## src/rtl/fpwdl_pkg.sv

```systemverilog
// Notes on behaviour
// RULE_01: software polls the write-busy flag and starts a posted write only at zero
// RULE_02: software writes unlock key, then page, halfword address, and data last
// RULE_03: writing the data field posts the flash write; the bus never stalls
// RULE_04: write-busy flag stays set while the posted write runs, clears when done
// RULE_05: lock pattern then 0x6969 to debug access register blows the fuse
// RULE_06: once blown, every debug port read and write is refused for good
// RULE_07: debug blocking starts right after the second protection write
// RULE_08: a data write without a preceding unlock key starts nothing
// RULE_09: each posted write carries one 16-bit halfword
// RULE_10: byte address is page times 1024 plus twice the halfword field
// RULE_11: a direct flash write stalls the bus until programming completes
package fpwdl_pkg;

  // register byte offsets
  localparam logic [7:0] FPWDL_CTL_OFS     = 8'h00;
  localparam logic [7:0] FPWDL_KEY_OFS     = 8'h04;
  localparam logic [7:0] FPWDL_PAYLOAD_OFS = 8'h08;
  localparam logic [7:0] FPWDL_UNLOCK_OFS  = 8'h0C;
  localparam logic [7:0] FPWDL_DBGACC_OFS  = 8'h10;
  localparam logic [7:0] FPWDL_WSTATE_OFS  = 8'h14;
  localparam logic [7:0] FPWDL_DIRECT_OFS  = 8'h18;

  // control register bits
  localparam int FPWDL_CTL_BUSY_BIT   = 0;
  localparam int FPWDL_CTL_FUSE_BIT   = 1;
  localparam int FPWDL_CTL_ARMED_BIT  = 2;

  // payload and direct-write field layout
  localparam int FPWDL_DATA_LSB = 0;
  localparam int FPWDL_DATA_W   = 16;
  localparam int FPWDL_HW_LSB   = 16;
  localparam int FPWDL_HW_W     = 9;
  localparam int FPWDL_PAGE_LSB = 25;
  localparam int FPWDL_PAGE_W   = 5;
  localparam int FPWDL_ADDR_W   = 15;
  localparam int FPWDL_WS_W     = 2;

  // patterns and reset values
  localparam logic [31:0] FPWDL_LOCK_PATTERN  = 32'hF98362AB;
  localparam logic [15:0] FPWDL_BLOW_PATTERN  = 16'h6969;
  // arbitrary value
  localparam logic [31:0] FPWDL_UNLOCK_KEY    = 32'h0000A5C3;
  localparam logic [1:0]  FPWDL_WSTATE_RESET  = 2'h3;

  typedef struct packed {
    logic [FPWDL_ADDR_W-1:0] addr;
    logic [FPWDL_DATA_W-1:0] data;
  } fpwdl_cmd_s;

endpackage : fpwdl_pkg

```

## src/rtl/fpwdl_prog.sv

```systemverilog
`timescale 1ns/1ps
module fpwdl_prog
  import fpwdl_pkg::*;
(
  // clock and reset
  input  wire logic       pclk,
  input  wire logic       presetn,
  // command side
  input  wire logic       start,
  input  wire fpwdl_cmd_s cmd,
  output logic            busy,
  output logic            done,
  // flash array side
  output logic            flash_req,
  output fpwdl_cmd_s      flash_cmd,
  input  wire logic       flash_ack
);

  typedef struct packed {
    logic       busy;
    logic       done;
    fpwdl_cmd_s cmd;
  } fpwdl_prog_s;

  fpwdl_prog_s st;
  fpwdl_prog_s next_st;

  always_comb begin
    next_st      = st;
    next_st.done = 1'b0;
    if (st.busy && flash_ack) begin
      next_st.busy = 1'b0; // see RULE_04
      next_st.done = 1'b1;
    end else if (!st.busy && start) begin
      next_st.busy = 1'b1;
      next_st.cmd  = cmd;
    end
  end

  always_ff @(posedge pclk or negedge presetn) begin
    if (!presetn) begin
      st <= '0;
    end else begin
      st <= next_st;
    end
  end

  assign busy      = st.busy;
  assign done      = st.done;
  assign flash_req = st.busy;
  assign flash_cmd = st.cmd;

endmodule : fpwdl_prog

```

## src/rtl/fpwdl_fuse.sv

```systemverilog
`timescale 1ns/1ps
module fpwdl_fuse
  import fpwdl_pkg::*;
(
  // clock and reset
  input  wire logic pclk,
  input  wire logic presetn,
  // protection writes, decoded by the register file
  input  wire logic lock_write,
  input  wire logic lock_match,
  input  wire logic blow_write,
  input  wire logic blow_match,
  input  wire logic other_write,
  // fuse cell
  input  wire logic fuse_sense,
  output logic      fuse_blow,
  // debug port gate
  input  wire logic dbg_req,
  output logic      dbg_grant,
  output logic      dbg_refused,
  output logic      blocked,
  output logic      armed
);

  typedef struct packed {
    logic armed;
    logic burnt;
    logic blow;
  } fpwdl_fuse_s;

  fpwdl_fuse_s st;
  fpwdl_fuse_s next_st;

  always_comb begin
    next_st      = st;
    next_st.blow = 1'b0;
    if (lock_write) begin
      next_st.armed = lock_match;
    end else if (blow_write) begin
      next_st.armed = 1'b0;
      if (st.armed && blow_match) begin
        next_st.burnt = 1'b1; // see RULE_05
        next_st.blow  = 1'b1;
      end
    end else if (other_write) begin
      next_st.armed = 1'b0;
    end
  end

  always_ff @(posedge pclk or negedge presetn) begin
    if (!presetn) begin
      st <= '0;
    end else begin
      st <= next_st;
    end
  end

  // cell survives reset; local latch covers the cycles until it senses
  assign blocked     = st.burnt | fuse_sense; // see RULE_06 see RULE_07
  assign dbg_grant   = dbg_req & ~blocked;    // see RULE_06
  assign dbg_refused = dbg_req & blocked;
  assign fuse_blow   = st.blow;
  assign armed       = st.armed;

endmodule : fpwdl_fuse

```

## src/rtl/fpwdl_top.sv

```systemverilog
// Design decisions made here: the register addresses and register access over APB.
`timescale 1ns/1ps
module fpwdl_top
  import fpwdl_pkg::*;
(
  // clock and reset
  input  wire logic        pclk,
  input  wire logic        presetn,
  // apb slave
  input  wire logic        psel,
  input  wire logic        penable,
  input  wire logic        pwrite,
  input  wire logic [7:0]  paddr,
  input  wire logic [31:0] pwdata,
  input  wire logic [3:0]  pstrb,
  output logic      [31:0] prdata,
  output logic             pready,
  output logic             pslverr,
  // flash array
  output logic             flash_req,
  output fpwdl_cmd_s       flash_cmd,
  input  wire logic        flash_ack,
  output logic [1:0]       flash_wait_states,
  // protection fuse cell
  input  wire logic        fuse_sense,
  output logic             fuse_blow,
  // debug port gate
  input  wire logic        dbg_req,
  output logic             dbg_grant,
  output logic             dbg_refused,
  output logic             dbg_locked
);

  typedef struct packed {
    logic                    key_ok;
    logic                    direct_run;
    logic [FPWDL_WS_W-1:0]   wstate;
    logic [FPWDL_PAGE_W-1:0] page;
    logic [FPWDL_HW_W-1:0]   hw;
    logic [FPWDL_DATA_W-1:0] data;
    logic [31:0]             rdata;
    logic                    slverr;
  } fpwdl_top_s;

  fpwdl_top_s st;
  fpwdl_top_s next_st;

  logic       setup;
  logic       access;
  logic       wr_access;
  logic       mapped;
  logic       prog_busy;
  logic       prog_done;
  logic       prog_start;
  fpwdl_cmd_s prog_cmd;
  logic       fuse_blocked;
  logic       hit_ctl;
  logic       hit_key;
  logic       hit_payload;
  logic       hit_unlock;
  logic       hit_dbgacc;
  logic       hit_wstate;
  logic       hit_direct;
  logic       direct_hold;
  logic       lock_write;
  logic       blow_write;
  logic       blow_match;
  logic       other_write;
  logic       data_lane;

  assign setup  = psel & ~penable;
  assign access = psel & penable;

  assign hit_ctl     = (paddr == FPWDL_CTL_OFS);
  assign hit_key     = (paddr == FPWDL_KEY_OFS);
  assign hit_payload = (paddr == FPWDL_PAYLOAD_OFS);
  assign hit_unlock  = (paddr == FPWDL_UNLOCK_OFS);
  assign hit_dbgacc  = (paddr == FPWDL_DBGACC_OFS);
  assign hit_wstate  = (paddr == FPWDL_WSTATE_OFS);
  assign hit_direct  = (paddr == FPWDL_DIRECT_OFS);
  assign mapped      = hit_ctl | hit_key | hit_payload | hit_unlock
                     | hit_dbgacc | hit_wstate | hit_direct;

  // direct write holds the access phase until the array finishes
  assign direct_hold = pwrite & hit_direct & ~(st.direct_run & prog_done);
  assign pready      = ~direct_hold; // see RULE_11

  // register writes take effect at the completing access edge only; a direct write starts at the first access edge that finds the engine free
  assign wr_access = access & pwrite & pready;

  assign data_lane  = pstrb[0] | pstrb[1];
  assign lock_write = wr_access & hit_unlock;
  // both the debug access and wait-state registers accept the blow pattern
  assign blow_write = wr_access & (hit_dbgacc | hit_wstate);
  assign blow_match = (pwdata[FPWDL_DATA_W-1:0] == FPWDL_BLOW_PATTERN);
  assign other_write = wr_access & ~hit_unlock & ~hit_dbgacc & ~hit_wstate;

  always_comb begin
    next_st        = st;
    prog_start     = 1'b0;
    prog_cmd.addr  = {st.page, st.hw, 1'b0}; // see RULE_10
    prog_cmd.data  = st.data;                // see RULE_09
    if (setup) begin
      next_st.slverr = ~mapped;
      next_st.rdata  = 32'h0000_0000;
      if (!pwrite) begin
        if (hit_ctl) begin
          next_st.rdata[FPWDL_CTL_BUSY_BIT]  = prog_busy; // see RULE_04
          next_st.rdata[FPWDL_CTL_FUSE_BIT]  = fuse_blocked;
          next_st.rdata[FPWDL_CTL_ARMED_BIT] = st.key_ok;
        end else if (hit_payload) begin
          next_st.rdata[FPWDL_DATA_LSB +: FPWDL_DATA_W] = st.data;
          next_st.rdata[FPWDL_HW_LSB +: FPWDL_HW_W]     = st.hw;
          next_st.rdata[FPWDL_PAGE_LSB +: FPWDL_PAGE_W] = st.page;
        end else if (hit_wstate) begin
          next_st.rdata[FPWDL_WS_W-1:0] = st.wstate;
        end
      end
    end
    if (wr_access && hit_key) begin
      next_st.key_ok = (pwdata == FPWDL_UNLOCK_KEY);
    end
    if (wr_access && hit_wstate && !blow_match) begin
      next_st.wstate = pwdata[FPWDL_WS_W-1:0];
    end
    if (wr_access && hit_payload) begin
      if (pstrb[3] || pstrb[2]) begin
        next_st.hw = pwdata[FPWDL_HW_LSB +: FPWDL_HW_W];
      end
      if (pstrb[3]) begin
        next_st.page = pwdata[FPWDL_PAGE_LSB +: FPWDL_PAGE_W];
      end
      if (data_lane) begin
        next_st.data = pwdata[FPWDL_DATA_LSB +: FPWDL_DATA_W];
        // data lane posts; bus completes at once, no key means no post
        if (st.key_ok && !prog_busy) begin // see RULE_08
          prog_start    = 1'b1;              // see RULE_03
          prog_cmd.data = pwdata[FPWDL_DATA_LSB +: FPWDL_DATA_W];
          if (pstrb[3] || pstrb[2]) begin
            prog_cmd.addr = {next_st.page,
                             pwdata[FPWDL_HW_LSB +: FPWDL_HW_W], 1'b0};
          end
        end
        next_st.key_ok = 1'b0;
      end
    end
    // direct write: start once the engine is free, finish on its done pulse
    if (access && pwrite && hit_direct) begin
      if (!st.direct_run && !prog_busy) begin
        prog_start         = 1'b1;
        prog_cmd.data      = pwdata[FPWDL_DATA_LSB +: FPWDL_DATA_W];
        prog_cmd.addr      = {pwdata[FPWDL_PAGE_LSB +: FPWDL_PAGE_W],
                              pwdata[FPWDL_HW_LSB +: FPWDL_HW_W], 1'b0};
        next_st.direct_run = 1'b1;
      end else if (st.direct_run && prog_done) begin
        next_st.direct_run = 1'b0; // see RULE_11
      end
    end
  end

  always_ff @(posedge pclk or negedge presetn) begin
    if (!presetn) begin
      st        <= '0;
      st.wstate <= FPWDL_WSTATE_RESET;
    end else begin
      st <= next_st;
    end
  end

  fpwdl_prog u_prog (
    .pclk      (pclk),
    .presetn   (presetn),
    .start     (prog_start),
    .cmd       (prog_cmd),
    .busy      (prog_busy),
    .done      (prog_done),
    .flash_req (flash_req),
    .flash_cmd (flash_cmd),
    .flash_ack (flash_ack)
  );

  fpwdl_fuse u_fuse (
    .pclk        (pclk),
    .presetn     (presetn),
    .lock_write  (lock_write),
    .lock_match  (pwdata == FPWDL_LOCK_PATTERN),
    .blow_write  (blow_write),
    .blow_match  (blow_match),
    .other_write (other_write),
    .fuse_sense  (fuse_sense),
    .fuse_blow   (fuse_blow),
    .dbg_req     (dbg_req),
    .dbg_grant   (dbg_grant),
    .dbg_refused (dbg_refused),
    .blocked     (fuse_blocked),
    .armed       ()
  );

  assign prdata            = st.rdata;
  assign pslverr           = st.slverr & access;
  assign flash_wait_states = st.wstate;
  assign dbg_locked        = fuse_blocked;

endmodule : fpwdl_top

```

## config.mk

```make
export PLATFORM = sky130hd
export DESIGN_NAME = fpwdl_top
export DESIGN_NICKNAME = d
export VERILOG_FILES = /design/src/rtl/fpwdl_pkg.sv /design/src/rtl/fpwdl_prog.sv /design/src/rtl/fpwdl_fuse.sv /design/src/rtl/fpwdl_top.sv
export SDC_FILE = /design/constraint.sdc
export NUM_CORES = 1
export LEC_CHECK = 0
export ABC_AREA = 1
export BUFFER_PORTS_ARGS = -buffer_cell sky130_fd_sc_hd__buf_2
export CAP_MARGIN = 5
export CORE_ASPECT_RATIO = 0.75
export CORE_MARGIN = 2
export CORE_UTILIZATION = 50
export DETAILED_ROUTE_END_ITERATION = 6
export PLACE_DENSITY = 0.85
export SYNTH_ARGS = -nofsm -noshare
export SYNTH_HDL_FRONTEND = slang
export SYNTH_HIERARCHICAL = 1
export SYNTH_SLANG_ARGS = --single-unit
```

## constraint.sdc

```tcl
create_clock -name pclk -period 2.7 [get_ports pclk]
set_clock_uncertainty 0.1 [all_clocks]
set_input_delay 0.54 -clock pclk [delete_from_list [all_inputs] [get_ports pclk]]
set_output_delay 0.54 -clock pclk [all_outputs]
set_load 0.02 [all_outputs]
```

# Yosys cells after proc, flatten, opt, wreduce, memory -nomap -nowiden
# Index checks and enable logic that the tools add are counted.
[classes] n_reduce_logical=25 eq_ne=9 muxes=32 bitwise_logic=34
[op_table] cell="$mux 31" count=5
[op_table] cell="$eq 32x16->1 const B" count=1
[op_table] cell="$eq 32x32->1 const B" count=1
[op_table] cell="$mux 30" count=1
[op_table] cell="$mux 28" count=1
[op_table] cell="$mux 27" count=1
[op_table] cell="$eq 8x5->1 const B" count=3
[op_table] cell="$mux 1" count=19
[op_table] cell="$eq 16x15->1 const B" count=1
[op_table] cell="$eq 8x4->1 const B" count=2
[op_table] cell="$and 1x1->1" count=15
[op_table] cell="$mux 15" count=1
[op_table] cell="$logic_and 1x1->1" count=12
[op_table] cell="$not 1->1" count=10
[op_table] cell="$or 1x1->1" count=9
[op_table] cell="$eq 8x3->1 const B" count=1
[op_table] cell="$logic_not 8->1" count=1
[op_table] cell="$reduce_and 2->1" count=4
[op_table] cell="$mux 5" count=1
[op_table] cell="$mux 2" count=2
[op_table] cell="$reduce_bool 2->1" count=2
[op_table] cell="$logic_not 1->1" count=3
[op_table] cell="$mux 3" count=1
[op_table] cell="$reduce_and 3->1" count=1
[op_table] cell="2 further kinds" count=2
[totals] input_bits=52 elab_cells=115 register_bits=101

# Longest topological paths before layout
# Gate-level depths: netlist of run 1.
[depth] word_depth=12 depth_mapped=14 ltp_nobuf=14

# Cells and area by module
# Netlist of run 1, hierarchy kept.
[modules_own_cells] module="fpwdl_top" n_inst=1 area_per_inst_um2=4022.6 seq_area_each_um2=1629.1 cells_per_inst=561
[modules_own_cells] module="fpwdl_prog" n_inst=1 area_per_inst_um2=1288.7 seq_area_each_um2=825.8 cells_per_inst=141
[modules_own_cells] module="fpwdl_fuse" n_inst=1 area_per_inst_um2=147.6 seq_area_each_um2=75.1 cells_per_inst=22

# Worst setup path after synthesis of run 1
# No wires, ideal clock.
[synth_path] path_kind="input -> register" start="in paddr[5]" end="reg u_prog.st (netlist bit u_prog/busy)" n_path_buf=2 setup_time_ns=0.130 stages=10 setup_slack_ns=0.622 t_required_ns=2.470 t_arrival_ns=1.849 path_cell_list="inv_1 nand2_1 nor2_1 nand3_2 nand4_2 nand2_4 buf_4 nand2_2 buf_2 o21ai_0"
[synth_via] elab_chain_cells=11 elab_cells_between_ends=13 classes_between="eq/ne (2); mux (3); bitwise (4); reduce/logical (4)"
[synth_rtl] item="start: declaration" line_no="fpwdl_top.sv:13" source="input wire logic [7:0] paddr,"
[synth_rtl] item="$eq 8x5->1 (*)" line_no="fpwdl_top.sv:80" source="assign hit_direct = (paddr == FPWDL_DIRECT_OFS);"
[synth_rtl] item="$and 1x1->1 (*) (2 in a row)" line_no="fpwdl_top.sv:85" source="assign direct_hold = pwrite & hit_direct & ~(st.direct_run & prog_done);"
[synth_rtl] item="$not 1->1 (*)" line_no="fpwdl_top.sv:86" source="assign pready = ~direct_hold;"
[synth_rtl] item="via pready" line_no="fpwdl_top.sv:17" source="output logic pready,"
[synth_rtl] item="$and 1x1->1 (*)" line_no="fpwdl_top.sv:89" source="assign wr_access = access & pwrite & pready;"
[synth_rtl] item="$logic_and 1x1->1 (*)" line_no="fpwdl_top.sv:126" source="if (wr_access && hit_payload) begin"
[synth_rtl] item="$mux 1 (*)" line_no="fpwdl_top.sv:126"
[synth_rtl] item="$mux 1" line_no="fpwdl_top.sv:149" source="if (!st.direct_run && !prog_busy) begin"
[synth_rtl] item="$mux 1 (*)" line_no="fpwdl_top.sv:148" source="if (access && pwrite && hit_direct) begin"
[synth_rtl] item="via prog_start" line_no="fpwdl_top.sv:54" source="logic prog_start;"
[synth_rtl] item="$logic_and 1x1->1 (*)" line_no="fpwdl_prog.sv:34" source="end else if (!st.busy && start) begin"
[synth_rtl] item="$reduce_bool 2->1 (no line) (*)"
[synth_rtl] item="end signal: assignment" line_no="fpwdl_prog.sv:44" source="st <= next_st;"
[synth_rtl] item="end: declaration" line_no="fpwdl_prog.sv:25" source="fpwdl_prog_s st;"
# Mark *: on every way through the listed nets, which the timed path passes. The rest lies on a longest branch.
# A chain may end at the register's enable or synchronous reset.

==> impl_metrics.env, run 1 <==
export IMPL_status="finished, final reports clean"
export IMPL_synth_common_cells="nand2_1 (258), dfrtp_1 (99), inv_1 (84), nand3_1 (56), o21ai_0 (53)"
export IMPL_yosysMostFrequentCell="nand2_1"
export IMPL_gr_total_overflow=0
export IMPL_worstReg2RegStart="u_prog/busy"
export IMPL_clockBufferDepth=2
export IMPL_ys_types=32
export IMPL_seqCellArea_um2=2530
export IMPL_setup_viol_count_final=0
export IMPL_worstPathArrival_ns=2.58
export IMPL_numCtsBuffers=9
export IMPL_dp_slack_ns=0.297
export IMPL_yosysTopAreaCell="dfrtp_1"
export IMPL_fp_coreArea_um2=10800
export IMPL_endpoint="u_prog/flash_cmd[10]"
export IMPL_syn_area_per_cell_um2=7.54
export IMPL_rsz0062_at_grt="false"
export IMPL_cp_required_ns=2.88
export IMPL_final_period_utilization_pct=89.0
export IMPL_ant_nets=0
export IMPL_hold_ws_ns=0.318
export IMPL_clk_pin_slew_ns=0.07
export IMPL_vdd_drop_max_uv=397
export IMPL_worstPathMaxFanout=33
export IMPL_yosys_area_top_type_share_pct=45.4
export IMPL_grt_pass1_vias=4384
export IMPL_hp_class="input port to register"
export IMPL_grt_total_usage_pct=24.2
export IMPL_synthTopCellsByArea="dfrtp_1 (45%), nand2_1 (18%), inv_1 (5.8%)"
export IMPL_leakage_nw=3.56
export IMPL_yosysSeqAreaShare_pct=46.3
export IMPL_cts_root_buffer="clkbuf_16"
export IMPL_end_kind="register"
export IMPL_reg2reg_depth=10
export IMPL_vias=4822
export IMPL_portBuffers=121
export IMPL_die_w_um=125
export IMPL_dieArea_um2=11800
export IMPL_finalNetCount=862
export IMPL_cts_resized=0
export IMPL_synth_ff_type="dfrtp_1"
export IMPL_dieHeight_um=94.5
export IMPL_synth_edf_count=0
export IMPL_ys_seq_elements=101
export IMPL_tightest_slew_ns=0.526
export IMPL_post_route_drc_count=0
export IMPL_startpoint="u_prog/busy"
export IMPL_r2r_end="u_prog/flash_cmd[10]"
export IMPL_cts_sinks=101
export IMPL_worst_setup_path_type="register to register"
export IMPL_finalMaxSlewViolations=0
export IMPL_cts_max_level=3
export IMPL_max_clock_freq_mhz=416
export IMPL_vias_per_cell=5.04
export IMPL_drt_pass1_iter_count=5
export IMPL_drv_cap=0
export IMPL_clk_latency_ns=0.34
export IMPL_antenna_found_initial=2
export IMPL_cellPowerDensity_nw_per_um2=505
export IMPL_syn_area_um2=5460
export IMPL_max_slew_margin_rel_pct=64.8
export IMPL_area_growth_pct=14.3
export IMPL_async_flop_share_pct=100
export IMPL_finalSetupTns_ns=0
export IMPL_drive_gt1_share_pct=22.1
export IMPL_wl_per_cell_um=14.3
export IMPL_drtIter0Drc=331
export IMPL_synth_warnings=6
export IMPL_cp_start_kind="register"
export IMPL_dp_hpwl_mm=10.0
export IMPL_worst_slack_ns=0.298
export IMPL_postCtsSetupRepairBufs=0
export IMPL_drt_wl_total_mm=13.7
export IMPL_grt_pass1_wl_mm=22.3
export IMPL_rows=33
export IMPL_finalHoldViolations=0
export IMPL_nFillCells=972
export IMPL_syn_inst=724
export IMPL_multi_input_area_um2=2180
export IMPL_start_util_pct=50.7
export IMPL_reg2reg_slack_ns=0.30
export IMPL_place_congestion=0.885
export IMPL_ios=124
export IMPL_grt_max_degree=63
export IMPL_min_period_ns=2.40
export IMPL_cts_tree="done"
[timing repair]
action | in CTS | in global routing
hold buffers | 1 | 0
hold endpoints to repair | 15 | 0
setup endpoints to repair | 0 | 0
[per-layer routing]
| metal | vias up | global-route usage, % | share of wire (%) |
|---|---|---|---|
| met4 | 0 | 7.68 | 1.4 |
| li1 | 2390 | - | - |
| met5 | - | 0 | 0 |
| met2 | 188 | 36.4 | 43 |
| met1 | 2233 | 34.9 | 47 |
| met3 | 11 | 5.72 | 7.9 |
[layout by cell type (no fill, tap or decap), types with 3 or more instances in the layout]
| master | n |
|---|---|
| a21oi_1 | 3 |
| buf_2 | 120 |
| buf_4 | 9 |
| clkbuf_16 | 9 |
| conb_1 | 3 |
| dfrtp_1 | 99 |
| inv_1 | 84 |
| inv_2 | 5 |
| nand2_1 | 258 |
| nand2_2 | 3 |
| nand3_1 | 56 |
| nand4_1 | 5 |
| nor2_1 | 40 |
| nor2_2 | 4 |
| nor2_8 | 3 |
| nor3_1 | 8 |
| o21ai_0 | 53 |
| o21ai_1 | 19 |
| o21ai_2 | 8 |
[power breakdown]
group / switching, mW / internal, mW
Combinational: 0.190 / 0.0861
Sequential: 0.0154 / 1.54
Clock: 0.568 / 0.746
[how the worst min path moves through the flow]
stage / from / endpoint / slack (ns) / depth (start not counted)
5_1_grt: pwdata[15] / st[48] / 0.32 / 3
6_report: flash_ack / u_prog/done / 0.32 / 3
4_1_cts: flash_ack / u_prog/done / 0.31 / 3
3_5_place_dp: presetn / u_prog/flash_cmd[4] / 0.32 / 1
3_3_place_gp: presetn / u_prog/flash_cmd[4] / 0.32 / 1
2_1_floorplan: presetn / prdata[0] / 0.14 / 0
[flip-flops by register name, indices dropped and copies added (netlist names)]
register           count
u_prog/flash_cmd      31
prdata                30
u_prog/busy            1
u_fuse/fuse_blow       1
flash_wait_states      2
u_fuse/armed           1
u_prog/done            1
u_fuse/st              1
st                    33
[metrics by stage]
step	util (%)	cells	cell area (um^2)	power (mW)
6_report	57.9	956	6240	3.15
5_1_grt	57.9	956	6240	3.27
4_1_cts	57.9	955	6240	3.17
3_5_place_dp	55.0	938	5920	1.86
3_3_place_gp	55.0	938	5920	1.86
2_1_floorplan	-	726	5470	1.71
[cell families after synthesis]
kind of cell,count (synthesis),share of synthesized area (%)
AO/OA/AOI/OAI,85,8.64
buffers and inverters,148,13.9
flip-flops,101,46.3
other,1,0.0687
AND/OR/NAND/NOR,389,31.0
[worst max-delay path: stages, from the launching register on]
cell and delay, ns:
dfrtp_1 0.48, nor2_4 0.23, inv_1 0.15, nor2_1 0.32, nand4_2 0.24, nand2_4 0.14
buf_4 0.32, nand2_1 0.09, o21ai_1 0.09, nand3_1 0.08, nand2_1 0.09
[area by class of cell]
cell class | instances | share of cell area, %
Antenna cell | 1 | 0.0401
Tap cell | 140 | 2.81
Clock inverter | 5 | 0.943
Sequential cell | 101 | 40.6
Timing Repair Buffer | 132 | 11.5
Inverter | 89 | 5.35
Clock buffer | 11 | 3.89
Multi-Input combinational cell | 477 | 34.9
Note: power is estimated with default switching activity, not from simulation.
==> run 2, diff against run 1 <==
--- a/config.mk
+++ b/config.mk
@@ -5,14 +5,14 @@
 export SDC_FILE = /design/constraint.sdc
 export NUM_CORES = 1
 export LEC_CHECK = 0
-export ABC_AREA = 1
 export BUFFER_PORTS_ARGS = -buffer_cell sky130_fd_sc_hd__buf_2
 export CAP_MARGIN = 5
 export CORE_ASPECT_RATIO = 0.75
 export CORE_MARGIN = 2
 export CORE_UTILIZATION = 50
 export DETAILED_ROUTE_END_ITERATION = 6
-export PLACE_DENSITY = 0.85
+export PLACE_DENSITY = 0.76
+export RECOVER_POWER = 25
 export SYNTH_ARGS = -nofsm -noshare
 export SYNTH_HDL_FRONTEND = slang
 export SYNTH_HIERARCHICAL = 1
==> impl_metrics.env, run 2 <==
export IMPL_synth_edf_count=0
export IMPL_wl_per_cell_um=19.3
export IMPL_final_period_utilization_pct=81.3
export IMPL_insertedDiodeCount=0
export IMPL_drv_cap=0
export IMPL_finalHoldViolations=0
export IMPL_path_cells="buf_2 -> nor4_2 -> buf_4 -> nand4_1 -> a21oi_2 -> mux2_2 -> mux2_4"
export IMPL_grt_total_usage_pct=22.9
export IMPL_worstPathArrival_ns=2.32
export IMPL_slowest_delay_ns=0.39
export IMPL_yosysSeqAreaShare_pct=50.7
export IMPL_vdd_drop_max_uv=354
export IMPL_reg2reg_slack_ns=0.59
export IMPL_worstPathMaxFanout=8
export IMPL_final_cell_mix="buf_2 (120), dfrtp_1 (99), mux2_2 (64), mux2_4 (29), a22o_1 (28)"
export IMPL_dieArea_um2=10800
export IMPL_vias_per_cell=5.54
export IMPL_clockBufferDepth=2
export IMPL_cts_hold_buffers=0
export IMPL_ios=124
export IMPL_area_growth_pct=16.2
export IMPL_drt_pass1_iter_count=4
export IMPL_reg2reg_depth=6
export IMPL_max_slew_margin_rel_pct=31.7
export IMPL_busiest_layer="met2"
export IMPL_ys_seq_elements=101
export IMPL_grt_pass1_vias=3525
export IMPL_yosys_area_top_type_share_pct=49.7
export IMPL_synth_common_cells="dfrtp_1 (99), mux2_2 (64), buf_4 (36), mux2_4 (29), a22o_1 (28)"
export IMPL_finalNetCount=523
export IMPL_ant_nets=0
export IMPL_globalRouteMet2Util_pct=33.8
export IMPL_async_flop_share_pct=100
export IMPL_finalMaxSlewViolations=0
export IMPL_end_kind="register"
export IMPL_gr_total_overflow=0
export IMPL_status="finished, final reports clean"
export IMPL_finalSetupTns_ns=0
export IMPL_grt_pass1_wl_mm=19.0
export IMPL_rows=31
export IMPL_cts_root_buffer="clkbuf_16"
export IMPL_clk_pin_slew_ns=0.06
export IMPL_grt_util_met3_pct=7.01
export IMPL_drive_gt1_share_pct=53.9
export IMPL_dieHeight_um=90.5
export IMPL_leakage_nw=3.02
export IMPL_portBuffers=121
export IMPL_vias=3361
export IMPL_cp_start_kind="input port"
export IMPL_cts_tree="done"
export IMPL_cts_max_level=3
export IMPL_setup_viol_count_final=0
export IMPL_synthTopCellsByArea="dfrtp_1 (50%), mux2_2 (14%), mux2_4 (8.7%)"
export IMPL_min_period_ns=2.20
export IMPL_crit_slowest_cell="mux2_2"
export IMPL_tightest_slew_ns=1.03
export IMPL_syn_area_per_cell_um2=13.3
export IMPL_cts_sinks=101
export IMPL_yosysTopAreaCell="dfrtp_1"
export IMPL_cp_required_ns=2.83
export IMPL_cts_resized=0
export IMPL_drtIter0Drc=240
export IMPL_drt_wl_total_mm=11.7
export IMPL_synth_ff_type="dfrtp_1"
export IMPL_totalPowerFinal_mw=2.91
export IMPL_postCtsSetupRepairBufs=0
export IMPL_fin_cells=607
export IMPL_syn_inst=374
export IMPL_start_util_pct=51.4
export IMPL_die_w_um=119
export IMPL_cellPowerDensity_nw_per_um2=503
export IMPL_place_congestion=0.839
export IMPL_syn_area_um2=4990
export IMPL_worstReg2RegStart="u_prog/busy"
export IMPL_r2r_end="u_prog/flash_cmd[1]"
export IMPL_layout_commonest_cell="buf_2"
export IMPL_dp_hpwl_mm=8.46
export IMPL_hp_class="input port to asynchronous set/reset pin"
export IMPL_post_route_drc_count=0
export IMPL_largest_register_ffs=33
export IMPL_grtUsageMet1_pct=32.6
export IMPL_synth_warnings=6
export IMPL_fp_coreArea_um2=9700
export IMPL_max_clock_freq_mhz=456
export IMPL_ys_types=49
export IMPL_yosysMostFrequentCell="dfrtp_1"
export IMPL_antenna_found_initial=1
export IMPL_grt_max_degree=62
export IMPL_dp_cells=592
export IMPL_numCtsBuffers=9
export IMPL_rsz0062_at_grt="false"
export IMPL_top_register="st"
export IMPL_worst_setup_path_type="input port to register"
export IMPL_clk_latency_ns=0.34
## run 2: changes by cell type after synthesis, sizes merged, moves of 6 or more
cell   previous run  this run
nand2           262        14
mux2              0        94
inv              89         3
o21ai            80         7
nand3            59         3
nor2             48         8
a22o              0        28
nor3             10         1
buf              54        46
nor2b             0         6
## run 2: kinds of logic after synthesis
kind of cell	count (synthesis)	share of synthesized area, %
AOI/OAI and AO/OA	48	7.83
other	1	0.0752
buffers and inverters	54	8.18
muxes	94	23.4
DFF	101	50.7
and+or+nand+nor	76	9.78
## run 2: area by class of cell
type | instances | area (um^2)
Fill cell | 803 | 3900
Sequential cell | 101 | 2530
Multi-Input combinational cell | 221 | 2060
Timing Repair Buffer | 135 | 748
Clock buffer | 12 | 256
Tap cell | 132 | 165
Clock inverter | 3 | 21.3
Inverter | 3 | 11.3
## run 2: report_power, final
group,internal [mW],total (mW),leakage [nW],switching [mW]
registers,1.52,1.53,1.40,0.00595
clock network,0.671,1.22,0.135,0.549
logic,0.0590,0.166,1.49,0.107
total,2.25,2.91,3.02,0.662
## run 2: how the worst max path moves through the flow
stage	from	endpoint	slack (ns)	depth (start not counted)
global route	presetn	u_prog/flash_cmd[13]	0.39	2
detailed placement	paddr[4]	u_prog/flash_cmd[27]	0.14	7
floorplan	paddr[4]	u_prog/flash_cmd[0]	0.01	8
CTS	paddr[4]	u_prog/flash_cmd[27]	0.51	7
finish	paddr[4]	u_prog/flash_cmd[27]	0.50	7
global placement	pwdata[12]	u_fuse/armed	0.13	6
## run 2: per-layer routing
metal	vias to the layer above	routed length, um
li1	1541	-
met1	1682	5510
met2	119	5100
met3	17	879
met4	2	202
met5	-	7
## run 2: worst max-delay path, delay by kind of cell
family	cells	cell delay (ns)
and+or+nand+nor	2	0.45
muxes	2	0.64
buffers and inverters	2	0.34
AOI/OAI and AO/OA	1	0.35
## run 2: metrics by stage
step                      hold WS, ns  worst slack, ns  area [um^2]  util (%)
after global routing            0.349            0.395         5800      59.8
after global placement          0.340            0.131         5530      57.1
final                           0.266            0.505         5800      59.8
after CTS                      0.0979            0.508         5810      59.9
after detailed placement        0.346            0.139         5530      57.1
after floorplan                 0.144           0.0149         4990         -
==> run 3, diff against run 2 <==
--- a/config.mk
+++ b/config.mk
@@ -9,7 +9,7 @@
 export CAP_MARGIN = 5
 export CORE_ASPECT_RATIO = 0.75
 export CORE_MARGIN = 2
-export CORE_UTILIZATION = 50
+export CORE_UTILIZATION = 48
 export DETAILED_ROUTE_END_ITERATION = 6
 export PLACE_DENSITY = 0.76
 export RECOVER_POWER = 25
==> constraint.sdc (replaced) <==
create_clock -name pclk -period 1.8 [get_ports pclk]
set_clock_uncertainty 0.1 [all_clocks]
set_input_delay 0.36 -clock pclk [delete_from_list [all_inputs] [get_ports pclk]]
set_output_delay 0.36 -clock pclk [all_outputs]
set_load 0.02 [all_outputs]
==> impl_metrics.env, run 3 (synthesis results as in run 2) <==
export IMPL_status="complete, but fails checks"
export IMPL_cp_required_ns=1.93
export IMPL_hp_class="input port to register"
export IMPL_cts_tree="done"
export IMPL_drt_pass1_iter_count=4
export IMPL_reg2reg_depth=6
export IMPL_start_util_pct=48.8
export IMPL_worstPathArrival_ns=2.09
export IMPL_ant_nets=0
export IMPL_setup_viol_count_final=32
export IMPL_finalSetupTns_ns=-4.35
export IMPL_worstPathMaxFanout=5
export IMPL_multi_input_area_um2=2290
export IMPL_dp_hpwl_mm=8.97
export IMPL_finalHoldViolations=0
export IMPL_largest_register_ffs=33
export IMPL_die_w_um=122
export IMPL_drtIter0Drc=224
export IMPL_vias=3671
export IMPL_switching_share_pct=22.9
export IMPL_internal_power_mw=3.54
export IMPL_grt_total_usage_pct=24.5
export IMPL_final_cell_mix="buf_2 (118), dfrtp_1 (98), mux2_4 (55), buf_4 (50), mux2_2 (38)"
export IMPL_cp_start_kind="register"
export IMPL_pwr_share_clk_pct=42.9
export IMPL_top_register="st"
export IMPL_rsz0062_at_grt="true"
export IMPL_combPwrFrac_pct=7.3
export IMPL_worst_slack_ns=-0.155
export IMPL_vdd_drop_max_uv=624
export IMPL_ios=124
export IMPL_clk_pin_slew_ns=0.07
export IMPL_totalPowerFinal_mw=4.60
export IMPL_grt_max_degree=36
export IMPL_end_kind="register"
export IMPL_grt_pass1_wl_mm=20.9
export IMPL_drive_gt1_share_pct=60.5
export IMPL_vias_per_cell=5.54
export IMPL_grt_pass1_vias=3815
export IMPL_finalNetCount=574
export IMPL_post_route_drc_count=0
export IMPL_holdPathStages=2
export IMPL_dp_cells=633
export IMPL_violations="setup timing"
export IMPL_finalMaxSlewViolations=0
export IMPL_cts_sinks=101
export IMPL_place_congestion=0.814
export IMPL_dieHeight_um=92.3
export IMPL_max_clock_freq_mhz=511
export IMPL_layout_commonest_cell="buf_2"
export IMPL_drv_cap=0
export IMPL_clockBufferDepth=2
export IMPL_portBuffers=121
export IMPL_fin_util_pct=64.2
export IMPL_cellPowerDensity_nw_per_um2=702
export IMPL_reg2reg_slack_ns=-0.16
export IMPL_gr_total_overflow=0
export IMPL_min_period_ns=1.96
export IMPL_antenna_found_initial=1
export IMPL_clk_latency_ns=0.35
export IMPL_nFillCells=798
export IMPL_seqCellArea_um2=2530
export IMPL_worst_setup_path_type="register to register"
export IMPL_p_switching_mw=1.06
export IMPL_drt_wl_total_mm=13.5
export IMPL_max_slew_margin_rel_pct=54.7
export IMPL_wl_per_cell_um=20.3
export IMPL_dieArea_um2=11200
export IMPL_seqPwrFrac_pct=49.8
export IMPL_area_growth_pct=31.4
export IMPL_fp_coreArea_um2=10200
export IMPL_insertedDiodeCount=0
export IMPL_final_period_utilization_pct=109
export IMPL_tightest_slew_ns=0.679
export IMPL_cts_root_buffer="clkbuf_16"
export IMPL_rows=32
export IMPL_fin_cells=663
export IMPL_leakage_nw=3.38
export IMPL_numCtsBuffers=9
export IMPL_cts_max_level=3
## run 3: cell count changes in the layout (fill, tap and decap cells not counted), moves of 3 or more
cell    delta
buf_4     +40
mux2_2    -26
mux2_4    +26
buf_6      +3
buf_12     +3
## run 3: layer usage
| metal | share of wire, % | vias up | global-route usage (%) | routed length, um |
|---|---|---|---|---|
| met1 | 47 | 1887 | 34.7 | 6340 |
| li1 | - | 1635 | - | - |
| met3 | 7.5 | 17 | 7.28 | 1010 |
| met2 | 44 | 130 | 37.4 | 5920 |
| met5 | 0.089 | - | 0 | 12 |
| met4 | 1.3 | 2 | 5.75 | 174 |
## run 3: final timing paths
| path | start | to |
|---|---|---|
| setup / recovery | u_prog/busy | u_prog/flash_cmd[25] |
| hold / removal | flash_ack | u_prog/done |
| setup reg to reg | u_prog/busy | u_prog/flash_cmd[25] |
| hold reg to reg | u_fuse/st[1] | u_fuse/st[1] |
| max in group asynchronous | presetn | st[51] |
| min in group asynchronous | presetn | st[60] |
## run 3: area by class of cell
| cell class | count | area share (%) |
|---|---|---|
| Clock buffer | 11 | 3.71 |
| Clock inverter | 5 | 0.879 |
| Inverter | 3 | 0.172 |
| Multi-Input combinational cell | 222 | 34.9 |
| Sequential cell | 101 | 38.6 |
| Tap cell | 136 | 2.60 |
| Timing Repair Buffer | 185 | 19.1 |
## run 3: what timing repair did
action,4_1_cts,5_1_grt
endpoints found under the setup margin,33,52
gates cloned,3,2
hold buffers,1,0
pin swaps,6,2
gates resized for setup,34,9
endpoints found under the hold margin,21,0
setup buffers,8,2
## run 3: stage by stage
| step | setup WS [ns] | area, um^2 | hold WS (ns) |
|---|---|---|---|
| floorplan | -0.489 | 5090 | -0.0356 |
| global placement | -0.488 | 5940 | 0.201 |
| detailed placement | -0.533 | 5940 | 0.201 |
| CTS | -0.149 | 6520 | 0.159 |
| global route | -0.215 | 6550 | 0.180 |
| finish | -0.155 | 6550 | 0.172 |
## run 3: critical path, cell delays in order, from the launching register on
cell and delay, ns:
dfrtp_2 0.46, nor2b_4 0.17, buf_4 0.14, o2111ai_4 0.12, a21o_4 0.28, mux2_1 0.32
mux2_4 0.26
## run 3: power groups by stage
stage               clock (mW)  combinational (mW)  sequential (mW)
floorplan                    0              0.0888             2.33
global placement             0               0.313             2.33
detailed placement           0               0.321             2.33
CTS                       2.00               0.336             2.29
global route              2.08               0.366             2.29
finish                    1.97               0.337             2.29
